$ cat config.mk
export PLATFORM = sky130hd
export DESIGN_NAME = srs_sequencer
export DESIGN_NICKNAME = d
export VERILOG_FILES = /design/src/rtl/srs_pkg.sv /design/src/rtl/srs_sequencer.sv
export SDC_FILE = /design/constraint.sdc
export NUM_CORES = 1
export LEC_CHECK = 0
export BUFFER_PORTS_ARGS = -buffer_cell sky130_fd_sc_hd__buf_4
export CAP_MARGIN = 10
export CORE_ASPECT_RATIO = 0.9
export CORE_MARGIN = 5
export CORE_UTILIZATION = 60
export DETAILED_ROUTE_END_ITERATION = 7
export HOLD_SLACK_MARGIN = 0.02
export PLACE_DENSITY = 0.83
export SLEW_MARGIN = 20
export SYNTH_ARGS = -nofsm -noshare
export SYNTH_HDL_FRONTEND = slang
export SYNTH_SLANG_ARGS = --single-unit
$ cat constraint.sdc
create_clock -name core_clk -period 5.2 [get_ports core_clk]
set_input_delay 0.52 -clock core_clk [delete_from_list [all_inputs] [get_ports core_clk]]
set_output_delay 0.52 -clock core_clk [all_outputs]
set_load 0.01 [all_outputs]
$ cat src/rtl/srs_pkg.sv
// Purpose: Constants and types for the system reset sequencer
// Assumes: Avalon-MM slave, 32-bit data, word addresses on the bus
// Notes: Slow clock ticks come from a divider of core_clk
package srs_pkg;
  // Register byte offsets
  localparam logic [3:0] SRS_OFS_CMD = 4'h0;
  localparam logic [3:0] SRS_OFS_STAT = 4'h4;
  localparam logic [3:0] SRS_OFS_MODE = 4'h8;
  localparam logic [3:0] SRS_OFS_WDOG = 4'hC;
  // Key field
  localparam int SRS_KEY_LSB = 24;
  localparam logic [7:0] SRS_KEY_VAL = 8'hA5;
  // Command bits
  localparam int SRS_CMD_CPU = 0;
  localparam int SRS_CMD_PER = 2;
  localparam int SRS_CMD_PIN = 3;
  // Mode bits
  localparam int SRS_MODE_UEN = 0;
  localparam int SRS_MODE_UIEN = 4;
  localparam int SRS_MODE_LEN_LSB = 8;
  // Watchdog mode bits
  localparam int SRS_WD_EN = 0;
  localparam int SRS_WD_CPU = 1;
  // Status bits
  localparam int SRS_ST_SEEN = 0;
  localparam int SRS_ST_CAUSE_LSB = 8;
  localparam int SRS_ST_LEVEL = 16;
  localparam int SRS_ST_PEND = 17;
  // Reset cause codes
  localparam logic [2:0] SRS_CAUSE_GEN = 3'h0;
  localparam logic [2:0] SRS_CAUSE_WAKE = 3'h1;
  localparam logic [2:0] SRS_CAUSE_WDOG = 3'h2;
  localparam logic [2:0] SRS_CAUSE_SW = 3'h3;
  localparam logic [2:0] SRS_CAUSE_USER = 3'h4;
  // Timing
  localparam int SRS_CORE_HZ = 25_000_000;
  localparam int SRS_SLOW_HZ = 32_768;
  localparam int SRS_SLOW_DIV = SRS_CORE_HZ / SRS_SLOW_HZ;
  localparam int SRS_STARTUP_MS = 1200;
  localparam int SRS_STARTUP_TICKS = SRS_SLOW_HZ * SRS_STARTUP_MS / 1000;
  localparam logic [1:0] SRS_HOLD_TICKS = 2'h2;
  localparam logic [1:0] SRS_SYNC_TICKS = 2'h2;
  localparam logic [1:0] SRS_BOOT_TICKS = 2'h3;
  // Sequencer states
  typedef enum logic [2:0] {
    SRS_ST_BACKUP,
    SRS_ST_WAKE,
    SRS_ST_RUN,
    SRS_ST_USER,
    SRS_ST_SOFT,
    SRS_ST_WDOG,
    SRS_ST_RELEASE
  } srs_state_t;
  // Reset outputs carrier
  typedef struct packed {
    logic cpu_n;
    logic periph_n;
    logic backup_n;
    logic cpu_clk_en;
  } srs_resets_t;
endpackage

$ cat src/rtl/srs_sequencer.sv
// Purpose: System reset sequencer with reset pin shaping and cause report
// Assumes: Supplies and pin inputs synchronous to core_clk
// Notes: Slow clock is a one-cycle tick from a core_clk divider
//
// Function
// - Sample reset pin each slow tick, report its level each core clock
// - Pin low resets cpu and periph if enabled
// - Sticky pin-seen flag, cleared by status read
// - Interrupt enable gives interrupt instead of reset
// - Pin pulse lasts two to the power length-plus-one ticks
// - Mode register survives main supply loss
// - Boot select captured three ticks after core power
// - Reset cause updated only at cpu release
// - General reset: startup count, two ticks, release
// - Supply loss asserts resets immediately
// - Wakeup: two ticks clock, release, pin pulse
// - User reset ends after pin high, cause 4
// - Pin held low externally keeps resets asserted during a user reset only
// - Software commands: cpu, periph, pin; two ticks
// - Command write asserts resets at once
// - Software pin pulse starts no user reset
// - Software cause reported only with cpu command
// - Pending flag blocks command writes
// - Watchdog fault: two-tick reset, cpu-only option
// - Priority backup, wakeup, watchdog, software, user
// - Software yields to watchdog, ignores pin
// - Command and mode writes need key 0xA5, watchdog mode writes do not
// - Cause codes general 0 through user 4
// - Interrupt only when user reset disabled
`timescale 1ns/10ps
`default_nettype none
module srs_sequencer
  import srs_pkg::*;
#(
  parameter int STARTUP_TICKS = SRS_STARTUP_TICKS,
  parameter int SLOW_DIV = SRS_SLOW_DIV
) (
  // Clock and reset
  input wire logic core_clk,
  input wire logic rst_n,
  // Avalon-MM slave
  input wire logic [1:0] avs_address,
  input wire logic avs_read,
  input wire logic avs_write,
  input wire logic [31:0] avs_writedata,
  output logic [31:0] avs_readdata,
  output logic avs_waitrequest,
  // Power and events
  input wire logic backup_supply_ok,
  input wire logic core_supply_ok,
  input wire logic wdog_fault,
  input wire logic boot_select_pin,
  // Reset pin
  input wire logic reset_pin_in,
  output logic reset_pin_out,
  output logic reset_pin_oe,
  // Reset outputs
  output srs_resets_t resets,
  output logic boot_select,
  output logic user_reset_irq
);

  ////////////////////////////////////////////////////////////////////////
  // Slow tick divider
  logic [15:0] div_r, div_nxt;
  logic tick_r, tick_nxt;
  always_comb begin
    div_nxt = div_r + 16'h0001;
    tick_nxt = 1'b0;
    if (div_r == 16'(SLOW_DIV - 1)) begin
      div_nxt = 16'h0000;
      tick_nxt = 1'b1;
    end
  end
  always_ff @(posedge core_clk or negedge rst_n) begin
    if (!rst_n) begin
      div_r <= 16'h0000;
      tick_r <= 1'b0;
    end else begin
      div_r <= div_nxt;
      tick_r <= tick_nxt;
    end
  end

  ////////////////////////////////////////////////////////////////////////
  // Registers and pin sampling
  logic [7:0] mode_r, mode_nxt;
  logic [1:0] wdmode_r, wdmode_nxt;
  logic seen_r, seen_nxt;
  logic level_r, level_nxt;
  logic [2:0] cause_r, cause_nxt;
  logic pend_r, pend_nxt;
  logic [2:0] cmd_r, cmd_nxt;
  logic ack_r, ack_nxt;
  logic [31:0] rdata_r, rdata_nxt;
  logic [1:0] psync_r, psync_nxt;
  logic [3:0] len_r, len_nxt;
  logic uen_r, uien_r;
  logic key_ok, cmd_wr, stat_rd, pin_fall, pin_low_s, pin_own, rel;
  srs_state_t st_r, st_nxt;

  function automatic logic [31:0] read_mux(input logic [1:0] a,
                                           input logic [31:0] st,
                                           input logic [31:0] md,
                                           input logic [31:0] wd);
    case (a)
      2'h1: read_mux = st;
      2'h2: read_mux = md;
      2'h3: read_mux = wd;
      default: read_mux = 32'h0000_0000;
    endcase
  endfunction

  assign uen_r = mode_r[0];
  assign uien_r = mode_r[1];
  assign key_ok = avs_writedata[31:SRS_KEY_LSB] == SRS_KEY_VAL;
  assign cmd_wr = avs_write && !avs_waitrequest && key_ok &&
                  avs_address == SRS_OFS_CMD[3:2] && !pend_r;
  assign stat_rd = avs_read && !avs_waitrequest &&
                   avs_address == SRS_OFS_STAT[3:2];
  assign pin_fall = psync_r[1] && !reset_pin_in;
  assign pin_low_s = !psync_r[1];

  always_comb begin
    mode_nxt = mode_r;
    wdmode_nxt = wdmode_r;
    seen_nxt = seen_r;
    level_nxt = reset_pin_in;
    psync_nxt = psync_r;
    ack_nxt = (avs_read || avs_write) && !ack_r;
    rdata_nxt = rdata_r;
    if (tick_r) begin
      psync_nxt = {psync_r[0], reset_pin_in};
    end
    if (avs_write && !avs_waitrequest && key_ok &&
        avs_address == SRS_OFS_MODE[3:2]) begin
      mode_nxt = {avs_writedata[11:8], 2'b00,
                  avs_writedata[SRS_MODE_UIEN],
                  avs_writedata[SRS_MODE_UEN]};
    end
    if (avs_write && !avs_waitrequest &&
        avs_address == SRS_OFS_WDOG[3:2]) begin
      wdmode_nxt = avs_writedata[1:0];
    end
    if (stat_rd) begin
      seen_nxt = 1'b0;
    end
    if (pin_fall && !pin_own) begin
      seen_nxt = 1'b1;
    end
    if ((avs_read || avs_write) && !ack_r) begin
      rdata_nxt = read_mux(avs_address,
        {14'h0000, pend_r, level_r, 5'h00, cause_r, 7'h00, seen_r},
        {20'h0_0000, mode_r[7:4], 3'b000, mode_r[1], 3'b000, mode_r[0]},
        {30'h0000_0000, wdmode_r});
    end
  end
  // Mode register sits in backup domain: only backup loss or rst_n clears it
  always_ff @(posedge core_clk or negedge rst_n) begin
    if (!rst_n) begin
      mode_r <= 8'h00;
      wdmode_r <= 2'h1;
    end else if (!backup_supply_ok) begin
      mode_r <= 8'h00;
      wdmode_r <= 2'h1;
    end else begin
      mode_r <= mode_nxt;
      wdmode_r <= wdmode_nxt;
    end
  end
  always_ff @(posedge core_clk or negedge rst_n) begin
    if (!rst_n) begin
      seen_r <= 1'b0;
      level_r <= 1'b1;
      psync_r <= 2'b11;
      ack_r <= 1'b0;
      rdata_r <= 32'h0000_0000;
    end else begin
      seen_r <= seen_nxt;
      level_r <= level_nxt;
      psync_r <= psync_nxt;
      ack_r <= ack_nxt;
      rdata_r <= rdata_nxt;
    end
  end
  assign avs_waitrequest = !ack_r;
  assign avs_readdata = rdata_r;

  ////////////////////////////////////////////////////////////////////////
  // Reset state machine
  logic [21:0] cnt_r, cnt_nxt;
  logic [16:0] pulse_r, pulse_nxt;
  logic pulse_req;

  // Pulse length in slow ticks, wide enough for the longest setting
  function automatic logic [16:0] pulse_len(input logic [3:0] len);
    pulse_len = 17'h0_0001 << ({1'b0, len} + 5'h01);
  endfunction
  logic pown_r, pown_nxt;
  logic [2:0] pcause_r, pcause_nxt;
  logic upd_r, upd_nxt;
  logic [1:0] bcnt_r, bcnt_nxt;
  logic core_q_r, boot_arm_r, boot_arm_nxt, boot_r, boot_nxt;
  srs_resets_t res_r, res_nxt;
  logic irq_r, irq_nxt;
  logic wd_evt, user_evt;

  assign pin_own = pown_r;
  assign wd_evt = wdog_fault && wdmode_r[SRS_WD_EN];
  assign user_evt = pin_low_s && uen_r && !pown_r;

  always_comb begin
    st_nxt = st_r;
    cnt_nxt = cnt_r;
    pcause_nxt = pcause_r;
    cause_nxt = cause_r;
    pend_nxt = pend_r;
    cmd_nxt = cmd_r;
    upd_nxt = 1'b0;
    pulse_req = 1'b0;
    res_nxt = res_r;
    res_nxt.backup_n = 1'b1;
    if (cmd_wr) begin
      pend_nxt = 1'b1;
      cmd_nxt = {avs_writedata[SRS_CMD_PIN], avs_writedata[SRS_CMD_PER],
                 avs_writedata[SRS_CMD_CPU]};
      if (avs_writedata[SRS_CMD_CPU]) begin
        res_nxt.cpu_n = 1'b0;
      end
      if (avs_writedata[SRS_CMD_PER]) begin
        res_nxt.periph_n = 1'b0;
      end
    end
    if (upd_r) begin
      cause_nxt = pcause_r;
    end
    case (st_r)
      SRS_ST_BACKUP: begin
        res_nxt = '{cpu_n: 1'b0, periph_n: 1'b0, backup_n: 1'b0,
                    cpu_clk_en: 1'b0};
        if (tick_r) begin
          cnt_nxt = cnt_r + 22'h00_0001;
          if (cnt_r >= 22'(STARTUP_TICKS)) begin
            res_nxt.backup_n = 1'b1;
            res_nxt.cpu_clk_en = 1'b1;
            pcause_nxt = SRS_CAUSE_GEN;
            pulse_req = 1'b1;
            cnt_nxt = 22'h00_0000;
            st_nxt = SRS_ST_RELEASE;
          end
        end
      end
      SRS_ST_WAKE: begin
        res_nxt.cpu_n = 1'b0;
        res_nxt.periph_n = 1'b0;
        if (tick_r && core_q_r) begin
          res_nxt.cpu_clk_en = 1'b1;
          pcause_nxt = SRS_CAUSE_WAKE;
          pulse_req = 1'b1;
          cnt_nxt = 22'h00_0000;
          st_nxt = SRS_ST_RELEASE;
        end
      end
      SRS_ST_RUN: begin
        if (wd_evt) begin
          st_nxt = SRS_ST_WDOG;
          cnt_nxt = 22'h00_0000;
          res_nxt.cpu_n = 1'b0;
          res_nxt.periph_n = wdmode_r[SRS_WD_CPU];
          pulse_req = !wdmode_r[SRS_WD_CPU];
          pcause_nxt = SRS_CAUSE_WDOG;
        end else if (cmd_wr) begin
          st_nxt = SRS_ST_SOFT;
          cnt_nxt = 22'h00_0000;
          pulse_req = avs_writedata[SRS_CMD_PIN];
          pcause_nxt = avs_writedata[SRS_CMD_CPU] ? SRS_CAUSE_SW
                                                 : cause_r;
        end else if (tick_r && user_evt) begin
          st_nxt = SRS_ST_USER;
          res_nxt.cpu_n = 1'b0;
          res_nxt.periph_n = 1'b0;
          res_nxt.cpu_clk_en = 1'b0;
          pcause_nxt = SRS_CAUSE_USER;
          pulse_req = 1'b1;
          cnt_nxt = 22'h00_0000;
        end
      end
      SRS_ST_USER: begin
        if (tick_r) begin
          if (pin_low_s || pulse_r != 17'h0_0000) begin
            cnt_nxt = 22'h00_0000;
          end else begin
            res_nxt.cpu_clk_en = 1'b1;
            st_nxt = SRS_ST_RELEASE;
          end
        end
      end
      SRS_ST_SOFT: begin
        if (wd_evt) begin
          st_nxt = SRS_ST_WDOG;
          cnt_nxt = 22'h00_0000;
          res_nxt.cpu_n = 1'b0;
          res_nxt.periph_n = wdmode_r[SRS_WD_CPU];
          pulse_req = !wdmode_r[SRS_WD_CPU];
          pcause_nxt = SRS_CAUSE_WDOG;
        end else if (tick_r) begin
          cnt_nxt = cnt_r + 22'h00_0001;
          if (cnt_r[1:0] == SRS_HOLD_TICKS - 2'h1) begin
            res_nxt.cpu_n = 1'b1;
            res_nxt.periph_n = 1'b1;
            pend_nxt = 1'b0;
            upd_nxt = cmd_r[0];
            st_nxt = SRS_ST_RUN;
          end
        end
      end
      SRS_ST_WDOG: begin
        if (tick_r) begin
          cnt_nxt = cnt_r + 22'h00_0001;
          if (cnt_r[1:0] == SRS_HOLD_TICKS - 2'h1) begin
            res_nxt.cpu_n = 1'b1;
            res_nxt.periph_n = 1'b1;
            pend_nxt = 1'b0;
            upd_nxt = 1'b1;
            st_nxt = SRS_ST_RUN;
          end
        end
      end
      SRS_ST_RELEASE: begin
        if (tick_r) begin
          cnt_nxt = cnt_r + 22'h00_0001;
          if (cnt_r[1:0] == SRS_SYNC_TICKS - 2'h1) begin
            res_nxt.cpu_n = 1'b1;
            res_nxt.periph_n = 1'b1;
            upd_nxt = 1'b1;
            st_nxt = SRS_ST_RUN;
          end
        end
      end
      default: st_nxt = SRS_ST_BACKUP;
    endcase
    if (!core_supply_ok && st_r != SRS_ST_BACKUP) begin
      st_nxt = SRS_ST_WAKE;
      res_nxt.cpu_n = 1'b0;
      res_nxt.periph_n = 1'b0;
      res_nxt.cpu_clk_en = 1'b0;
      pend_nxt = 1'b0;
      upd_nxt = 1'b0;
      pulse_req = 1'b0;
    end
    if (!backup_supply_ok) begin
      st_nxt = SRS_ST_BACKUP;
      cnt_nxt = 22'h00_0000;
      res_nxt = '{cpu_n: 1'b0, periph_n: 1'b0, backup_n: 1'b0,
                  cpu_clk_en: 1'b0};
      pend_nxt = 1'b0;
      upd_nxt = 1'b0;
      pulse_req = 1'b0;
    end
  end

  ////////////////////////////////////////////////////////////////////////
  // Pin pulse shaping, boot select, interrupt
  always_comb begin
    pulse_nxt = pulse_r;
    pown_nxt = pown_r;
    if (pulse_req) begin
      pulse_nxt = pulse_len(mode_r[7:4]);
      pown_nxt = 1'b1;
    end else if (tick_r && pulse_r != 17'h0_0000) begin
      pulse_nxt = pulse_r - 17'h0_0001;
    end else if (tick_r && pulse_r == 17'h0_0000 && !pin_low_s) begin
      pown_nxt = 1'b0;
    end
    if (st_r == SRS_ST_WAKE || st_r == SRS_ST_BACKUP) begin
      pulse_nxt = pulse_len(mode_r[7:4]);
      pown_nxt = 1'b1;
    end
    boot_arm_nxt = boot_arm_r;
    bcnt_nxt = bcnt_r;
    boot_nxt = boot_r;
    if (!core_supply_ok) begin
      boot_arm_nxt = 1'b0;
      bcnt_nxt = 2'h0;
    end else if (!core_q_r) begin
      boot_arm_nxt = 1'b1;
    end else if (boot_arm_r && tick_r) begin
      bcnt_nxt = bcnt_r + 2'h1;
      if (bcnt_r == SRS_BOOT_TICKS - 2'h1) begin
        boot_nxt = boot_select_pin;
        boot_arm_nxt = 1'b0;
      end
    end
    irq_nxt = seen_nxt && !uen_r && uien_r;
  end
  always_ff @(posedge core_clk or negedge rst_n) begin
    if (!rst_n) begin
      st_r <= SRS_ST_BACKUP;
      cnt_r <= 22'h00_0000;
      cause_r <= SRS_CAUSE_GEN;
      pcause_r <= SRS_CAUSE_GEN;
      pend_r <= 1'b0;
      cmd_r <= 3'h0;
      upd_r <= 1'b0;
      res_r <= '{cpu_n: 1'b0, periph_n: 1'b0, backup_n: 1'b0,
                 cpu_clk_en: 1'b0};
      pulse_r <= 17'h0_0002;
      pown_r <= 1'b1;
      core_q_r <= 1'b0;
      boot_arm_r <= 1'b0;
      bcnt_r <= 2'h0;
      boot_r <= 1'b0;
      irq_r <= 1'b0;
    end else begin
      st_r <= st_nxt;
      cnt_r <= cnt_nxt;
      cause_r <= cause_nxt;
      pcause_r <= pcause_nxt;
      pend_r <= pend_nxt;
      cmd_r <= cmd_nxt;
      upd_r <= upd_nxt;
      res_r <= res_nxt;
      pulse_r <= pulse_nxt;
      pown_r <= pown_nxt;
      core_q_r <= tick_r ? core_supply_ok : core_q_r;
      boot_arm_r <= boot_arm_nxt;
      bcnt_r <= bcnt_nxt;
      boot_r <= boot_nxt;
      irq_r <= irq_nxt;
    end
  end
  assign resets = res_r;
  assign reset_pin_out = 1'b0;
  assign reset_pin_oe = pulse_r != 17'h0_0000;
  assign boot_select = boot_r;
  assign user_reset_irq = irq_r;
endmodule
`default_nettype wire

==> Word level (Yosys, flattened, before mapping) <==
Index checks and enable logic that the tools add are counted.
{ "word_totals": {"ff_bits": 126, "in_bits": 43, "output_inout_bits": 41, "wordCells": 233} }
{ "op_classes": {"addsub": 5, "n_lt_le_gt_ge": 1, "n_eq_ne": 41, "shifts": 1, "muxes": 106, "n_reduce_logical": 52} }
{ "ops": {"columns": ["operator", "count"], "rows": [
  ["two-way mux 22 bit", 11],
  ["one-hot mux 22 bit (6 select lines)", 1],
  ["two-way mux 3 bit", 21],
  ["one-hot mux 18 bit (3 select lines)", 1],
  ["two-way mux 17 bit", 3],
  ["two-way mux 1 bit", 43],
  ["!= test 4 bit (second input constant)", 9],
  ["two-way mux 2 bit", 15],
  ["logical AND 1 bit", 23],
  ["adder 22 x 1 -> 22 bit (second input constant)", 1],
  ["greater-or-equal comparator 22 x 16 -> 1 bit (second input constant)", 1],
  ["one-hot mux 3 bit (6 select lines)", 1],
  ["AND reduction 6 bit", 3],
  ["zero test 17 bit", 1],
  ["nonzero test 17 bit", 1],
  ["left shift 1 x 5 -> 17 bit (first input constant)", 1],
  ["subtractor 17 x 1 -> 17 bit (second input constant)", 1],
  ["adder 16 x 1 -> 16 bit (second input constant)", 1],
  ["== test 16 x 10 -> 1 bit (second input constant)", 1],
  ["two-way mux 16 bit", 1],
  ["two-way mux 8 bit", 2],
  ["!= test 3 bit (second input constant)", 4],
  ["one-hot mux 3 bit (4 select lines)", 1],
  ["== test 3 bit (second input constant)", 3],
  ["other kinds (28)", 56]
]} }

==> Longest topological paths before layout <==
{ "logic_depth": {"ltp_word": 12, "ltp_mapped": 9, "depth_no_buf": 9} }

==> Worst setup path after synthesis <==
OpenSTA, ideal clock, no wires.
{ "synth_path": {"kind": "in2reg", "from": "input avs_address[0]", "to": "register pulse_r[16]", "setup_time_ns": 0.079, "arrival_ns": 2.549, "t_required_ns": 5.121, "slack_ns": 2.572, "stages": 7, "path_buffers": 2, "cell_sequence": "or3_1 -> or4_1 -> buf_4 -> mux2i_1 -> o31ai_1 -> clkbuf_1 -> mux2i_1"} }
{ "synth_between": {"elab_chain_len": 10, "elab_cells_between_ends": 11, "cone_classes": "mux (7); reduce/logical (4)"} }
{ "synth_rtl": {"columns": ["item", "line", "source"], "rows": [
  ["start, declared", "srs_sequencer.sv:42", "input wire logic [1:0] avs_address,"],
  ["zero test 2 bit *", "srs_sequencer.sv:118", "avs_address == SRS_OFS_CMD[3:2] && !pend_r;"],
  ["logical AND 1 bit *", "srs_sequencer.sv:117", "assign cmd_wr = avs_write && !avs_waitrequest && key_ok &&"],
  ["logical AND 1 bit *", "srs_sequencer.sv:118", null],
  ["two-way mux 1 bit *", "srs_sequencer.sv:272", "end else if (cmd_wr) begin"],
  ["two-way mux 1 bit *", "srs_sequencer.sv:265", "if (wd_evt) begin"],
  ["one-hot mux 1 bit (4 select lines) *", "srs_sequencer.sv:237", "case (st_r)"],
  ["two-way mux 1 bit *", "srs_sequencer.sv:342", "if (!core_supply_ok && st_r != SRS_ST_BACKUP) begin"],
  ["two-way mux 1 bit *", "srs_sequencer.sv:351", "if (!backup_supply_ok) begin"],
  ["two-way mux 17 bit", "srs_sequencer.sv:367", "if (pulse_req) begin"],
  ["two-way mux 17 bit", "srs_sequencer.sv:375", "if (st_r == SRS_ST_WAKE || st_r == SRS_ST_BACKUP) begin"],
  ["end signal, assigned", "srs_sequencer.sv:423", "pulse_r <= pulse_nxt;"],
  ["end, declared", "srs_sequencer.sv:192", "logic [16:0] pulse_r, pulse_nxt;"]
]} }
Every way passes the cells marked *; elsewhere a longest branch is shown, timed or not.
A chain may end at the register's enable or synchronous reset.

==> Worst setup path in the final report <==
{ "layout_path": {"from": "register pulse_r[0]", "to": "register cnt_r[19]"} }
{ "layout_between": {"elab_chain_len": 4} }
{ "layout_rtl": {"columns": ["item", "line", "source"], "rows": [
  ["nonzero test 17 bit", "srs_sequencer.sv:290", "if (pin_low_s || pulse_r != 17'h0_0000) begin"],
  ["logical OR 1 bit", "srs_sequencer.sv:290", null],
  ["!= test 3 bit (no source line)", null, null],
  ["AND reduction 6 bit (no source line)", null, null],
  ["end signal, assigned", "srs_sequencer.sv:416", "cnt_r <= cnt_nxt;"],
  ["end, declared", "srs_sequencer.sv:191", "logic [21:0] cnt_r, cnt_nxt;"]
]} }
Every way passes these cells.

==> impl_metrics.json <==
{
  "fillCellCount": 787,
  "avgSynthCellArea_um2": 9.113,
  "crit_type": "reg -> reg",
  "drive_gt1_share_pct": 13.85,
  "drt_first_pass_iters": 5,
  "stdcell_count": 812,
  "dpl.hpwl_um": 9887,
  "synth_top_area_share_pct": 40.01,
  "place_congestion": 0.9357,
  "overflow": 0,
  "period_share_pct": 58.04,
  "worstMarginPinSlew_ns": 1.030,
  "ant_nets": 0,
  "detail_route.iter0.violations": 618,
  "start_util_pct": 61.53,
  "port_buffers": 44,
  "antenna_found_initial": 0,
  "min_path_type": "in -> async",
  "hold_viol_final": 0,
  "clk_pin_slew_ns": 0.12,
  "tns_ns": 0,
  "synth_cell_types": 74,
  "ios": 84,
  "dp_slack_ns": 1.873,
  "ir_worst_vdd_v": 0.0001345,
  "grt_use_total_pct": 24.27,
  "cts-buffers-inserted": 9,
  "yosys_warnings": 0,
  "synth-seq-area-share_pct": 42.66,
  "path_max_fanout": 24,
  "cts_resized": 0,
  "final-max-slew-violation-count": 0,
  "placed_cell_area_um2": 6254,
  "drc": 0,
  "diodes": 0,
  "syn_to_final_growth_pct": 8.928,
  "fin_area_um2": 6472,
  "htreeDepth": 3,
  "synth_common_cells": "95 x dfrtp_1, 65 x nand2_1, 55 x nor2_1, 40 x o21ai_0, 39 x nand3_1",
  "rows": 34,
  "clock_sinks": 101,
  "synth.largest_area_cell": "dfrtp_1",
  "postSynthCellCount": 652,
  "fmax_mhz": 331.4,
  "vias_per_cell": 6.321,
  "relSlewSlack_pct": 30.90,
  "core_area_um2": 9657,
  "synthFlopType": "dfrtp_1",
  "timing.final.ws_setup_ns": 2.182,
  "skew_ns": 0.01904,
  "synth_edf_count": 0,
  "drt_wl_total_um": 14070,
  "cp.arrival_ns": 3.31,
  "hold_buffers": 0,
  "cts_root_buffer": "clkbuf_8",
  "synth_area_leaders": "dfrtp_1 40%, nand2_1 4.1%, nor2_1 3.5%, o21ai_0 3.4%, nand3_1 3.3%",
  "cts_tree": "yes",
  "chipHeight_um": 104.4,
  "dieWidth_um": 114.9,
  "clock_path_buffers": 2,
  "syn_area_um2": 5942,
  "grt_pass1_wl_um": 24070,
  "status": "complete, no violations",
  "grt_setup_unrepaired": "false",
  "wl_per_cell_um": 17.32,
  "die_area_um2": 12000,
  "required_ns": 5.49,
  "fin_nets": 731,
  "finalSetupViolations": 0,
  "start_kind": "flip-flop",
  "clock_insertion_delay_worst_skew_ns": 0.38,
  "fin_crit_ns": 3.018,
  "synthArstFlopShare_pct": 100.0,
  "grt_pass1_vias": 4928,
  "grt_max_degree": 69,
  "post_cts_buffers": 0,
  "synth_most_common_cell": "dfrtp_1",
  "drv_cap": 0,
  "placed_cells": 795,
  "vias": 5133,
  "endpoint_kind": "flip-flop",
  "p_per_area_nw_per_um2": 226.4,
  "power.leakage_nw": 2.830,
  "ys_ff_latch": 101
}
-- cell families (layout without fill, tap and decap cells) --
| group | after synthesis | in the layout | share of synthesized area, % |
|---|---|---|---|
| AO/OA/AOI/OAI | 146 | 146 | 17.23 |
| buffers and inverters | 73 | 84 | 6.359 |
| multiplexers | 21 | 21 | 3.769 |
| AND/OR/NAND/NOR | 273 | 273 | 24.01 |
| other | 1 | 24 | 0.06311 |
| flip-flops | 101 | 101 | 42.66 |
| adder cells (fa/ha/maj) | 8 | 8 | 1.642 |
| XOR/XNOR | 29 | 29 | 4.275 |
-- critical path: stages, from the launching register on --
cell	delay [ns]
dfrtp_1	0.42
inv_1	0.07
ha_1	0.21
or4b_1	0.54
and4b_1	0.37
a211oi_1	0.16
o21ai_2	0.77
o21ai_0	0.23
a21oi_1	0.17
-- layer usage --
metal,up-vias,GRT usage (%),routed length (µm)
met5,-,0,0
met4,0,8.466,328
met3,28,4.363,1104
met2,223,38.14,6585
met1,2477,33.65,6049
li1,2405,-,-
-- sequential cells by signal, summed over array words and instances (netlist names), 2 cells and up --
signal,cells
bcnt_r,2
cause_r,3
pcause_r,3
psync_r,2
div_r,16
cnt_r,22
avs_readdata,9
pulse_r,17
wdmode_r,2
mode_r,6
st_r,3
resets,4
-- final cells by class --
cell class / instances / area, µm² / share of cell area, %
clock inverters: 7 / 83.83 / 1.295
flip-flops and latches: 101 / 2535 / 39.16
clock buffers: 9 / 123.9 / 1.914
repair buffers: 49 / 371.6 / 5.741
inverters: 19 / 71.32 / 1.102
well taps: 126 / 157.7 / 2.436
multi-input cells: 501 / 3129 / 48.35
-- metrics by stage --
step | power, mW | hold slack [ns] | util, %
3_5_place_dp | 0.9557 | 0.4680 | 64.76
6_report | 1.465 | 0.05253 | 67.03
5_1_grt | 1.534 | 0.06832 | 67.03
3_3_place_gp | 0.9510 | 0.4660 | 64.76
2_1_floorplan | 0.9120 | 0.2244 | -
4_1_cts | 1.478 | 0.05223 | 66.91
-- worst paths after layout --
check	start	to	slack (ns)	cells past startpoint
setup / recovery	pulse_r[0]$_DFFE_PN0P_	cnt_r[19]$_DFFE_PN0P_	2.18	8
hold / removal	rst_n	avs_readdata[9]$_DFFE_PN0P_	0.05	1
setup reg to reg	pulse_r[0]$_DFFE_PN0P_	cnt_r[19]$_DFFE_PN0P_	2.18	8
hold reg to reg	div_r[15]$_DFF_PN0_	div_r[15]$_DFF_PN0_	0.49	1
max in group asynchronous	rst_n	cnt_r[7]$_DFFE_PN0P_	3.90	2
min in group core_clk	reset_pin_in	level_r$_DFF_PN1_	0.26	1
-- cell usage in the layout, fill, tap and decap left out, types with 10 or more instances in the layout --
master,count
nand4_1,17
conb_1,24
nor3_1,11
nand3_1,39
and3_1,16
a21oi_1,19
xor2_1,16
buf_4,48
mux2i_1,10
o21ai_0,40
nor2_1,55
nor4_1,11
xnor2_1,13
inv_1,19
dfrtp_1,95
nand2_1,65
mux2_2,11
a311o_1,11
a2111oi_0,12
-- report_power, final --
| group | switching (mW) | internal, mW | total [mW] |
|---|---|---|---|
| sequential | 0.0160 | 0.804 | 0.820 |
| clock | 0.326 | 0.198 | 0.524 |
| combinational | 0.0764 | 0.0442 | 0.121 |
| total | 0.419 | 1.05 | 1.47 |
(Power assumes the default switching activity.)
